$ cat src/hw/iprg_pkg.sv
package iprg_pkg;
  localparam int CMD_W = 32;
  localparam int ENTRY_W = 10;
  localparam logic [9:0] ENTRY_CODE = 10'h34b;
  // Command word fields
  localparam int BIT_DATA_SEL = 29;
  localparam int BIT_CODE_SEL = 28;
  localparam int BIT_READ = 24;
  localparam int ADDR_HI = 18;
  localparam int ADDR_LO = 8;
  localparam int ADDR_W = 11;
  localparam int DATA_W = 8;
  // Register offsets (byte addresses)
  localparam logic [7:0] OFS_CTRL = 8'h00;
  localparam logic [7:0] OFS_STATUS = 8'h04;
  localparam logic [7:0] OFS_CMD = 8'h08;
  localparam logic [7:0] OFS_RDATA = 8'h0c;
  localparam logic [7:0] OFS_RESP = 8'h10;
  // Status bit positions
  localparam int ST_PROG = 0;
  localparam int ST_WDONE = 1;
  localparam int ST_REQ = 2;
  localparam int ST_BUSY = 3;
  localparam int ST_INRST = 4;
  // Reset values
  localparam logic [31:0] RST_WORD = 32'h0000_0000;
  localparam logic [15:0] RST_COUNT = 16'h0000;
  // Sampling figure for the programmer; kept for reference
  localparam int T_ACCESS_NS = 500;
  localparam int CLK_NS = 50;
  localparam int T_ACCESS_CYC = T_ACCESS_NS / CLK_NS;
  typedef enum logic [1:0] {
    IPRG_OP_NONE,
    IPRG_OP_READ,
    IPRG_OP_WRITE
  } iprg_op_t;
endpackage

$ cat src/hw/iprg_mem_if.sv
`timescale 1ns/10ps
interface iprg_mem_if;
  logic req;
  logic wr;
  logic data_sel;
  logic code_sel;
  logic [10:0] addr;
  logic [7:0] wdata;
  logic done;
  logic [7:0] rdata;
  modport engine (output req, output wr, output data_sel, output code_sel,
    output addr, output wdata, input done, input rdata);
  modport port (input req, input wr, input data_sel, input code_sel,
    input addr, input wdata, output done, output rdata);
endinterface

$ cat src/hw/iprg_link.sv
`timescale 1ns/10ps
module iprg_link (
  input wire logic aclk,
  input wire logic aresetn,
  input wire logic sclk_rise,
  input wire logic load_s,
  input wire logic sin_s,
  input wire logic in_reset,
  input wire logic [31:0] resp_word,
  iprg_mem_if.engine mem,
  output logic prog_mode,
  output logic sout,
  output logic wdone_set,
  output logic busy,
  output logic [31:0] last_cmd
);
  typedef enum {IPRG_SHIFT, IPRG_LAUNCH, IPRG_WAIT, IPRG_ACK} iprg_st_t;
  iprg_st_t st_reg;
  logic [9:0] entry_reg;
  logic prog_reg;
  logic [31:0] cmd_reg;
  logic [31:0] out_reg;
  logic [31:0] next_reg;
  logic [1:0] pulse_reg;
  logic sout_reg;
  logic req_reg;
  logic wdone_reg;
  logic loaded_reg;
  logic [9:0] entry_next;
  logic entry_hit;
  logic shifting;
  logic cmd_read;
  assign entry_next = {entry_reg[8:0], sin_s};
  assign entry_hit = (entry_next == iprg_pkg::ENTRY_CODE);
  assign shifting = prog_reg && load_s && sclk_rise && (st_reg == IPRG_SHIFT);
  assign cmd_read = cmd_reg[iprg_pkg::BIT_READ];
  always_ff @(posedge aclk)
  begin
    if (!aresetn)
      entry_reg <= '0;
    else if (in_reset && sclk_rise)
      entry_reg <= entry_next;
  end
  always_ff @(posedge aclk)
  begin
    if (!aresetn)
      prog_reg <= 1'b0;
    else if (in_reset && sclk_rise && entry_hit)
      prog_reg <= 1'b1;
  end
  always_ff @(posedge aclk)
  begin
    if (!aresetn)
    begin
      st_reg <= IPRG_SHIFT;
      cmd_reg <= iprg_pkg::RST_WORD;
      out_reg <= iprg_pkg::RST_WORD;
      next_reg <= iprg_pkg::RST_WORD;
      pulse_reg <= 2'h0;
      sout_reg <= 1'b1;
      req_reg <= 1'b0;
      wdone_reg <= 1'b0;
      loaded_reg <= 1'b0;
    end
    else
    begin
      wdone_reg <= 1'b0;
      case (st_reg)
        IPRG_SHIFT:
        begin
          if (shifting)
          begin
            cmd_reg <= {cmd_reg[30:0], sin_s};
            out_reg <= {out_reg[30:0], 1'b0};
            // Bit stands from this rise, read 500 ns later
            sout_reg <= out_reg[31];
            loaded_reg <= 1'b1;
          end
          // Idle low strobe is no launch without a frame
          else if (loaded_reg && !load_s)
          begin
            st_reg <= IPRG_LAUNCH;
            pulse_reg <= 2'h0;
            loaded_reg <= 1'b0;
          end
        end
        IPRG_LAUNCH:
        begin
          if (sclk_rise)
          begin
            sout_reg <= 1'b0;
            pulse_reg <= pulse_reg + 2'h1;
            if (pulse_reg == 2'h1)
            begin
              req_reg <= 1'b1;
              st_reg <= IPRG_WAIT;
            end
          end
        end
        IPRG_WAIT:
        begin
          if (mem.done)
          begin
            req_reg <= 1'b0;
            next_reg <= {cmd_reg[31:8],
              cmd_read ? mem.rdata : cmd_reg[7:0]};
            wdone_reg <= !cmd_read;
            st_reg <= IPRG_ACK;
          end
        end
        IPRG_ACK:
        begin
          sout_reg <= 1'b1;
          out_reg <= next_reg;
          if (load_s)
          begin
            sout_reg <= next_reg[31];
            st_reg <= IPRG_SHIFT;
          end
        end
        default:
          st_reg <= IPRG_SHIFT;
      endcase
    end
  end
  assign mem.req = req_reg;
  assign mem.wr = !cmd_read;
  assign mem.data_sel = cmd_reg[iprg_pkg::BIT_DATA_SEL];
  assign mem.code_sel = cmd_reg[iprg_pkg::BIT_CODE_SEL];
  assign mem.addr = cmd_reg[iprg_pkg::ADDR_HI:iprg_pkg::ADDR_LO];
  assign mem.wdata = cmd_reg[7:0];
  assign prog_mode = prog_reg;
  assign sout = sout_reg;
  assign wdone_set = wdone_reg;
  assign busy = (st_reg != IPRG_SHIFT);
  assign last_cmd = cmd_reg;
endmodule

$ cat src/hw/iprg_sync.sv
`timescale 1ns/10ps
module iprg_sync #(
  parameter int W = 3
) (
  input wire logic aclk,
  input wire logic aresetn,
  input wire logic [W-1:0] d,
  output logic [W-1:0] q
);
  logic [W-1:0] meta_reg;
  logic [W-1:0] q_reg;
  // First stage feeds only the second
  always_ff @(posedge aclk)
  begin
    if (!aresetn)
    begin
      meta_reg <= '0;
      q_reg <= '0;
    end
    else
    begin
      meta_reg <= d;
      q_reg <= meta_reg;
    end
  end
  assign q = q_reg;
endmodule

$ cat src/hw/iprg_top.sv
// Local design decisions: the AXI4-Lite register port and the register offsets.
`timescale 1ns/10ps
// Notes on behaviour
// - Entry opcode MSB first, clock rising
// - Match sets program-mode flag
// - No match at reset end: normal run
// - Four lines: strobe, in, out, clock
// - 32-bit command and response per transaction
// - Previous response shifts out simultaneously
// - First response word is undefined
// - Output low by second strobe-low edge
// - Write done sets complete status bit
// - Read byte loaded into low bits
// - Programming addresses equal normal addresses
// - Mode held until power off; zero bits (code clears the mode flag whenever aresetn is low)
// - Bit 29 data, bit 28 code
// - Bit 24: one read, zero write
// - Bits 18-8 address echoed; 7-0 data
module iprg_top #(
  parameter int MEM_WAIT = 4
) (
  input wire logic aclk,
  input wire logic aresetn,
  input wire logic in_reset,
  input wire logic link_load,
  input wire logic link_sin,
  input wire logic link_sclk,
  output logic link_sout,
  output logic prog_mode,
  output logic mem_req,
  output logic mem_wr,
  output logic mem_data_sel,
  output logic mem_code_sel,
  output logic [10:0] mem_addr,
  output logic [7:0] mem_wdata,
  input wire logic mem_done,
  input wire logic [7:0] mem_rdata,
  input wire logic [31:0] s_axi_awaddr,
  input wire logic s_axi_awvalid,
  output logic s_axi_awready,
  input wire logic [31:0] s_axi_wdata,
  input wire logic [3:0] s_axi_wstrb,
  input wire logic s_axi_wvalid,
  output logic s_axi_wready,
  output logic [1:0] s_axi_bresp,
  output logic s_axi_bvalid,
  input wire logic s_axi_bready,
  input wire logic [31:0] s_axi_araddr,
  input wire logic s_axi_arvalid,
  output logic s_axi_arready,
  output logic [31:0] s_axi_rdata,
  output logic [1:0] s_axi_rresp,
  output logic s_axi_rvalid,
  input wire logic s_axi_rready
);
  iprg_mem_if mem ();
  logic [2:0] pins_s;
  logic load_s, sin_s, sclk_s, sclk_d_reg, sclk_rise;
  iprg_sync #(.W(3)) u_sync (
    .aclk(aclk),
    .aresetn(aresetn),
    .d({link_load, link_sin, link_sclk}),
    .q(pins_s)
  );
  assign load_s = pins_s[2];
  assign sin_s = pins_s[1];
  assign sclk_s = pins_s[0];
  always_ff @(posedge aclk)
  begin
    if (!aresetn)
      sclk_d_reg <= 1'b0;
    else
      sclk_d_reg <= sclk_s;
  end
  assign sclk_rise = sclk_s && !sclk_d_reg;

  logic prog_w, sout_w, wdone_set, busy_w;
  logic [31:0] last_cmd;
  iprg_link u_link (
    .aclk(aclk),
    .aresetn(aresetn),
    .sclk_rise(sclk_rise),
    .load_s(load_s),
    .sin_s(sin_s),
    .in_reset(in_reset),
    .resp_word(32'h0000_0000),
    .mem(mem.engine),
    .prog_mode(prog_w),
    .sout(sout_w),
    .wdone_set(wdone_set),
    .busy(busy_w),
    .last_cmd(last_cmd)
  );

  // Memory side: external port, or local stand-in when software serves it
  logic ctrl_sw_reg, sw_done_reg, wdone_reg;
  logic [7:0] sw_rdata_reg;
  assign mem.done = ctrl_sw_reg ? sw_done_reg : mem_done;
  assign mem.rdata = ctrl_sw_reg ? sw_rdata_reg : mem_rdata;

  logic mem_req_reg, mem_wr_reg, mem_ds_reg, mem_cs_reg, sout_reg, prog_reg;
  logic [10:0] mem_addr_reg;
  logic [7:0] mem_wdata_reg;
  always_ff @(posedge aclk)
  begin
    if (!aresetn)
    begin
      mem_req_reg <= 1'b0;
      mem_wr_reg <= 1'b0;
      mem_ds_reg <= 1'b0;
      mem_cs_reg <= 1'b0;
      mem_addr_reg <= '0;
      mem_wdata_reg <= '0;
      sout_reg <= 1'b1;
      prog_reg <= 1'b0;
    end
    else
    begin
      mem_req_reg <= mem.req && !ctrl_sw_reg && !mem_done;
      mem_wr_reg <= mem.wr;
      mem_ds_reg <= mem.data_sel;
      mem_cs_reg <= mem.code_sel;
      mem_addr_reg <= mem.addr;
      mem_wdata_reg <= mem.wdata;
      sout_reg <= sout_w;
      prog_reg <= prog_w;
    end
  end
  assign mem_req = mem_req_reg;
  assign mem_wr = mem_wr_reg;
  assign mem_data_sel = mem_ds_reg;
  assign mem_code_sel = mem_cs_reg;
  assign mem_addr = mem_addr_reg;
  assign mem_wdata = mem_wdata_reg;
  assign link_sout = sout_reg;
  assign prog_mode = prog_reg;

  // AXI4-Lite slave
  logic awr_reg, wr_reg, bv_reg, arv_reg, rv_reg;
  logic [7:0] awa_reg;
  logic [31:0] wd_reg, rd_reg;
  logic [1:0] br_reg, rr_reg;
  logic do_wr, do_rd, wmap, rmap;
  logic [31:0] rsel;
  assign do_wr = awr_reg && wr_reg && !bv_reg;
  assign do_rd = s_axi_arvalid && !rv_reg;
  assign wmap = (awa_reg == iprg_pkg::OFS_CTRL) || (awa_reg == iprg_pkg::OFS_STATUS)
    || (awa_reg == iprg_pkg::OFS_RDATA);
  assign rmap = (s_axi_araddr[7:0] <= iprg_pkg::OFS_RESP) && (s_axi_araddr[1:0] == 2'h0)
    && (s_axi_araddr[31:8] == 24'h000000);
  assign rsel = (s_axi_araddr[7:0] == iprg_pkg::OFS_CTRL) ? {31'h0, ctrl_sw_reg} :
    (s_axi_araddr[7:0] == iprg_pkg::OFS_STATUS) ?
      {27'h0, in_reset, busy_w, mem.req, wdone_reg, prog_w} :
    (s_axi_araddr[7:0] == iprg_pkg::OFS_CMD) ? last_cmd :
    (s_axi_araddr[7:0] == iprg_pkg::OFS_RDATA) ? {24'h0, sw_rdata_reg} :
    {21'h0, mem.addr};
  always_ff @(posedge aclk)
  begin
    if (!aresetn)
    begin
      awr_reg <= 1'b0;
      wr_reg <= 1'b0;
      awa_reg <= '0;
      wd_reg <= '0;
      bv_reg <= 1'b0;
      br_reg <= 2'h0;
    end
    else
    begin
      if (s_axi_awvalid && !awr_reg)
      begin
        awr_reg <= 1'b1;
        awa_reg <= (s_axi_awaddr[31:8] == 24'h0) ? s_axi_awaddr[7:0] : 8'hff;
      end
      if (s_axi_wvalid && !wr_reg)
      begin
        wr_reg <= 1'b1;
        wd_reg <= s_axi_wdata;
      end
      if (do_wr)
      begin
        awr_reg <= 1'b0;
        wr_reg <= 1'b0;
        bv_reg <= 1'b1;
        br_reg <= wmap ? 2'h0 : 2'h2;
      end
      else if (bv_reg && s_axi_bready)
        bv_reg <= 1'b0;
    end
  end
  assign s_axi_awready = !awr_reg;
  assign s_axi_wready = !wr_reg;
  assign s_axi_bvalid = bv_reg;
  assign s_axi_bresp = br_reg;

  // Software registers; hardware set beats software clear
  logic clr_wdone, sw_ack;
  assign clr_wdone = do_wr && (awa_reg == iprg_pkg::OFS_STATUS) && wd_reg[iprg_pkg::ST_WDONE];
  assign sw_ack = do_wr && (awa_reg == iprg_pkg::OFS_RDATA);
  always_ff @(posedge aclk)
  begin
    if (!aresetn)
    begin
      ctrl_sw_reg <= 1'b0;
      wdone_reg <= 1'b0;
      sw_rdata_reg <= '0;
      sw_done_reg <= 1'b0;
    end
    else
    begin
      if (do_wr && (awa_reg == iprg_pkg::OFS_CTRL) && s_axi_wstrb[0])
        ctrl_sw_reg <= wd_reg[0];
      if (wdone_set)
        wdone_reg <= 1'b1;
      else if (clr_wdone)
        wdone_reg <= 1'b0;
      if (sw_ack && s_axi_wstrb[0])
        sw_rdata_reg <= wd_reg[7:0];
      sw_done_reg <= sw_ack && mem.req;
    end
  end

  always_ff @(posedge aclk)
  begin
    if (!aresetn)
    begin
      rv_reg <= 1'b0;
      rd_reg <= '0;
      rr_reg <= 2'h0;
      arv_reg <= 1'b0;
    end
    else
    begin
      arv_reg <= do_rd;
      if (do_rd)
      begin
        rv_reg <= 1'b1;
        rd_reg <= rmap ? rsel : 32'h0000_0000;
        rr_reg <= rmap ? 2'h0 : 2'h2;
      end
      else if (rv_reg && s_axi_rready)
        rv_reg <= 1'b0;
    end
  end
  assign s_axi_arready = !rv_reg;
  assign s_axi_rvalid = rv_reg;
  assign s_axi_rdata = rd_reg;
  assign s_axi_rresp = rr_reg;
endmodule

$ cat config.mk
export PLATFORM = sky130hd
export DESIGN_NAME = iprg_top
export DESIGN_NICKNAME = d
export VERILOG_FILES = /design/src/hw/iprg_pkg.sv /design/src/hw/iprg_mem_if.sv /design/src/hw/iprg_link.sv /design/src/hw/iprg_sync.sv /design/src/hw/iprg_top.sv
export SDC_FILE = /design/constraint.sdc
export NUM_CORES = 1
export LEC_CHECK = 0
export BUFFER_PORTS_ARGS = -buffer_cell sky130_fd_sc_hd__clkbuf_2
export CORE_UTILIZATION = 56
export CTS_BUF_LIST = sky130_fd_sc_hd__clkbuf_4 sky130_fd_sc_hd__clkbuf_8 sky130_fd_sc_hd__clkbuf_16
export DETAILED_ROUTE_END_ITERATION = 16
export HOLD_SLACK_MARGIN = 0.12
export PLACE_DENSITY = 0.82
export SLEW_MARGIN = 25
export SYNTH_ARGS = -nofsm -noshare
export SYNTH_HDL_FRONTEND = slang
export SYNTH_SLANG_ARGS = --single-unit
$ cat constraint.sdc
create_clock -name aclk -period 3.48 [get_ports aclk]
set_clock_uncertainty 0.15 [all_clocks]
set_input_delay 0.174 -clock aclk [delete_from_list [all_inputs] [get_ports aclk]]
set_output_delay 0.174 -clock aclk [all_outputs]
set_load 0.02 [all_outputs]
==> flow_metrics.tcl <==
set metrics [dict create \
    status "complete, no violations" \
    cts_tree "built" \
    cellPowerDensity_nw_per_um2 550 \
    cts_sinks 211 \
    vias 7158 \
    placed_area_um2 9140 \
    post-place-cells 1180 \
    drive_gt1_frac 0.221 \
    overflow 0 \
    io_pins 186 \
    min_path_type "in -> reg" \
    fin_crit_sh 0.894 \
    dr.pass1.iters 5 \
    setup_tns_ns 0 \
    viasPerCell 5.66 \
    finalCriticalPeriod_ns 3.11 \
    async_reset_ff_frac 0 \
    hold_start "s_axi_awaddr[24]" \
    holdBufCountCts 48 \
    start_util 0.575 \
    place_ws_ns 1.11 \
    routedWlPerCell_um 16.3 \
    num_rows 44 \
    rsz0062_at_grt "false" \
    insertion_delay_ns 0.49 \
    grt_pass1_vias 6887 \
    syn_to_final_growth_pct 24.1 \
    cts_buffer_depth 3 \
    ys.flop_type "dfxtp_1" \
    n_fill_cell 1067 \
    comb_power_share 0.113 \
    grt_max_degree 125 \
    drt_iter0_markers 504 \
    clkTransAtPathRegs_ns 0.07 \
    dp_hpwl_um 12300 \
    ys_types 61 \
    power_switching_mw 1.36 \
    critical_path_required_ns 3.76 \
    total_power_mw 5.70 \
    crit_path_end_kind "flip-flop" \
    fmax_mhz 321 \
    worstPathMaxFanout 3 \
    track_usage 0.271 \
    fin_cells 1264 \
    start_kind "primary input" \
    core_area_um2 14500 \
    drt_wl_total_um 20600 \
    multi_input_area_um2 3770 \
    power.leakage_nw 4.04 \
    timing.critical_path.from "s_axi_araddr[29]" \
    synth_edf_count 0 \
    ctsResizeCount 0 \
    post_cts_buffers 0 \
    die_h_um 124 \
    maxCapViolations 0 \
    final_antenna_net_count 0 \
    num_antenna_cells 0 \
    die-area_um2 15400 \
    setup_slack_ns 0.368 \
    syn_area_um2 8350 \
    grt_pass1_wl_um 33200 \
    ys_ff_latch 211 \
    final_common_cell "dfxtp_1" \
    port_buffers 156 \
    regArea_um2 4220 \
    tightest_slew_ns 0.974 \
    antenna_found_initial 0 \
    slew_headroom 0.349 \
    finalMaxSlewViolations 0 \
    finalHoldViolCount 0 \
    die_w_um 124 \
    numCtsBuffers 20 \
    avgSynthCellArea_um2 9.37 \
    crit_type "in -> reg" \
    worstPathArrival_ns 3.39 \
    pwr-share-seq 0.464 \
    fin_area_um2 10400 \
    yosysSeqAreaShare 0.506 \
    r2r_start "ctrl_sw_reg$_SDFFE_PN0P_" \
    drc 0 \
    internal-power_mw 4.34 \
    h-tree-depth 1 \
    clockPowerShare 0.423 \
    gp_congestion 0.797 \
    ys_warn_count 0 \
    vdd_ir_drop_max_v 0.000377 \
    syn_inst 892 \
    mostFrequentLayoutCells "211 x dfxtp_1, 168 x nand2_1, 156 x clkbuf_2" \
    setup_viol 0 \
    root_buffer "clkbuf_16" \
    fin_nets 1192 \
    p_sw_frac 0.238 \
]
[path summary, 6_finish.rpt]
path         depth (start not counted)                         endpoint  slack (ns)
max reg2reg                          5  u_link.next_reg[7]$_SDFFE_PN0P_        1.06
min reg2reg                          1           u_sync.q[2]$_SDFF_PN0_        0.28
min                                  4          awa_reg[3]$_SDFFE_PN0P_        0.16
max                                  9      s_axi_rdata[0]$_SDFFE_PN0P_        0.37
[through the flow]
step / hold WS (ns) / util
floorplan: 0.101 / -
global placement: 0.210 / 0.629
detailed placement: 0.214 / 0.629
CTS: 0.123 / 0.713
global route: 0.190 / 0.713
finish: 0.162 / 0.713
[cell type report]
| class | instances | share of cell area |
|---|---|---|
| Clock buffer | 26 | 0.0573 |
| Clock inverter | 10 | 0.0145 |
| Multi-Input combinational cell | 606 | 0.364 |
| Sequential cell | 211 | 0.407 |
| Inverter | 13 | 0.00483 |
| Tap cell | 184 | 0.0222 |
| Timing Repair Buffer | 214 | 0.130 |
[cells in the mapped netlist, types with 6 or more instances]
cell,n,share of area
buf_2,24,0.014
o211ai_1,10,0.0090
nor4_1,6,0.0045
dfxtp_1,211,0.51
nor2_1,61,0.027
o21ai_0,21,0.013
ha_1,6,0.0090
o221a_2,8,0.011
clkbuf_1,24,0.011
nand2_1,168,0.075
buf_4,7,0.0063
nor2b_1,10,0.0075
a21oi_1,79,0.047
a211oi_1,31,0.028
mux2i_1,70,0.084
nand2b_1,7,0.0052
inv_1,12,0.0054
and2_1,29,0.022
nand3_1,13,0.0078
a22o_1,21,0.022
[metal layers]
metal | GRT usage | vias to the layer above | share of wire
li1 | - | 3457 | -
met1 | 0.333 | 3383 | 0.42
met2 | 0.480 | 269 | 0.49
met3 | 0.0426 | 49 | 0.058
met4 | 0.0923 | 0 | 0.031
met5 | 0 | - | 0
[critical path, stage by stage]
cell	delay, ns
dlygate4sd3_1	0.55
clkbuf_2	0.11
nor4_2	0.13
dlygate4sd3_1	0.61
nand4_2	0.14
dlygate4sd3_1	0.61
nor3_1	0.31
dlygate4sd3_1	0.63
a22o_1	0.12
[power by group through the flow]
stage / clock (mW) / sequential (mW) / combinational [mW]
2_1_floorplan: 0 / 2.68 / 0.446
3_3_place_gp: 0 / 2.69 / 0.571
3_5_place_dp: 0 / 2.69 / 0.593
4_1_cts: 2.43 / 2.64 / 0.638
5_1_grt: 2.53 / 2.66 / 0.712
6_report: 2.41 / 2.65 / 0.645
[cell families (layout without fill, tap and decap cells)]
family | count (synthesis) | in the layout | share of synthesized area
and+or+nand+nor | 335 | 335 | 0.201
DFF | 211 | 211 | 0.506
AOI/OAI and AO/OA | 188 | 188 | 0.148
buffers and inverters | 76 | 263 | 0.0446
muxes | 75 | 75 | 0.0920
adders and majority gates | 6 | 6 | 0.00899
other | 1 | 2 | 0.000449
(Power assumes the default switching activity.)
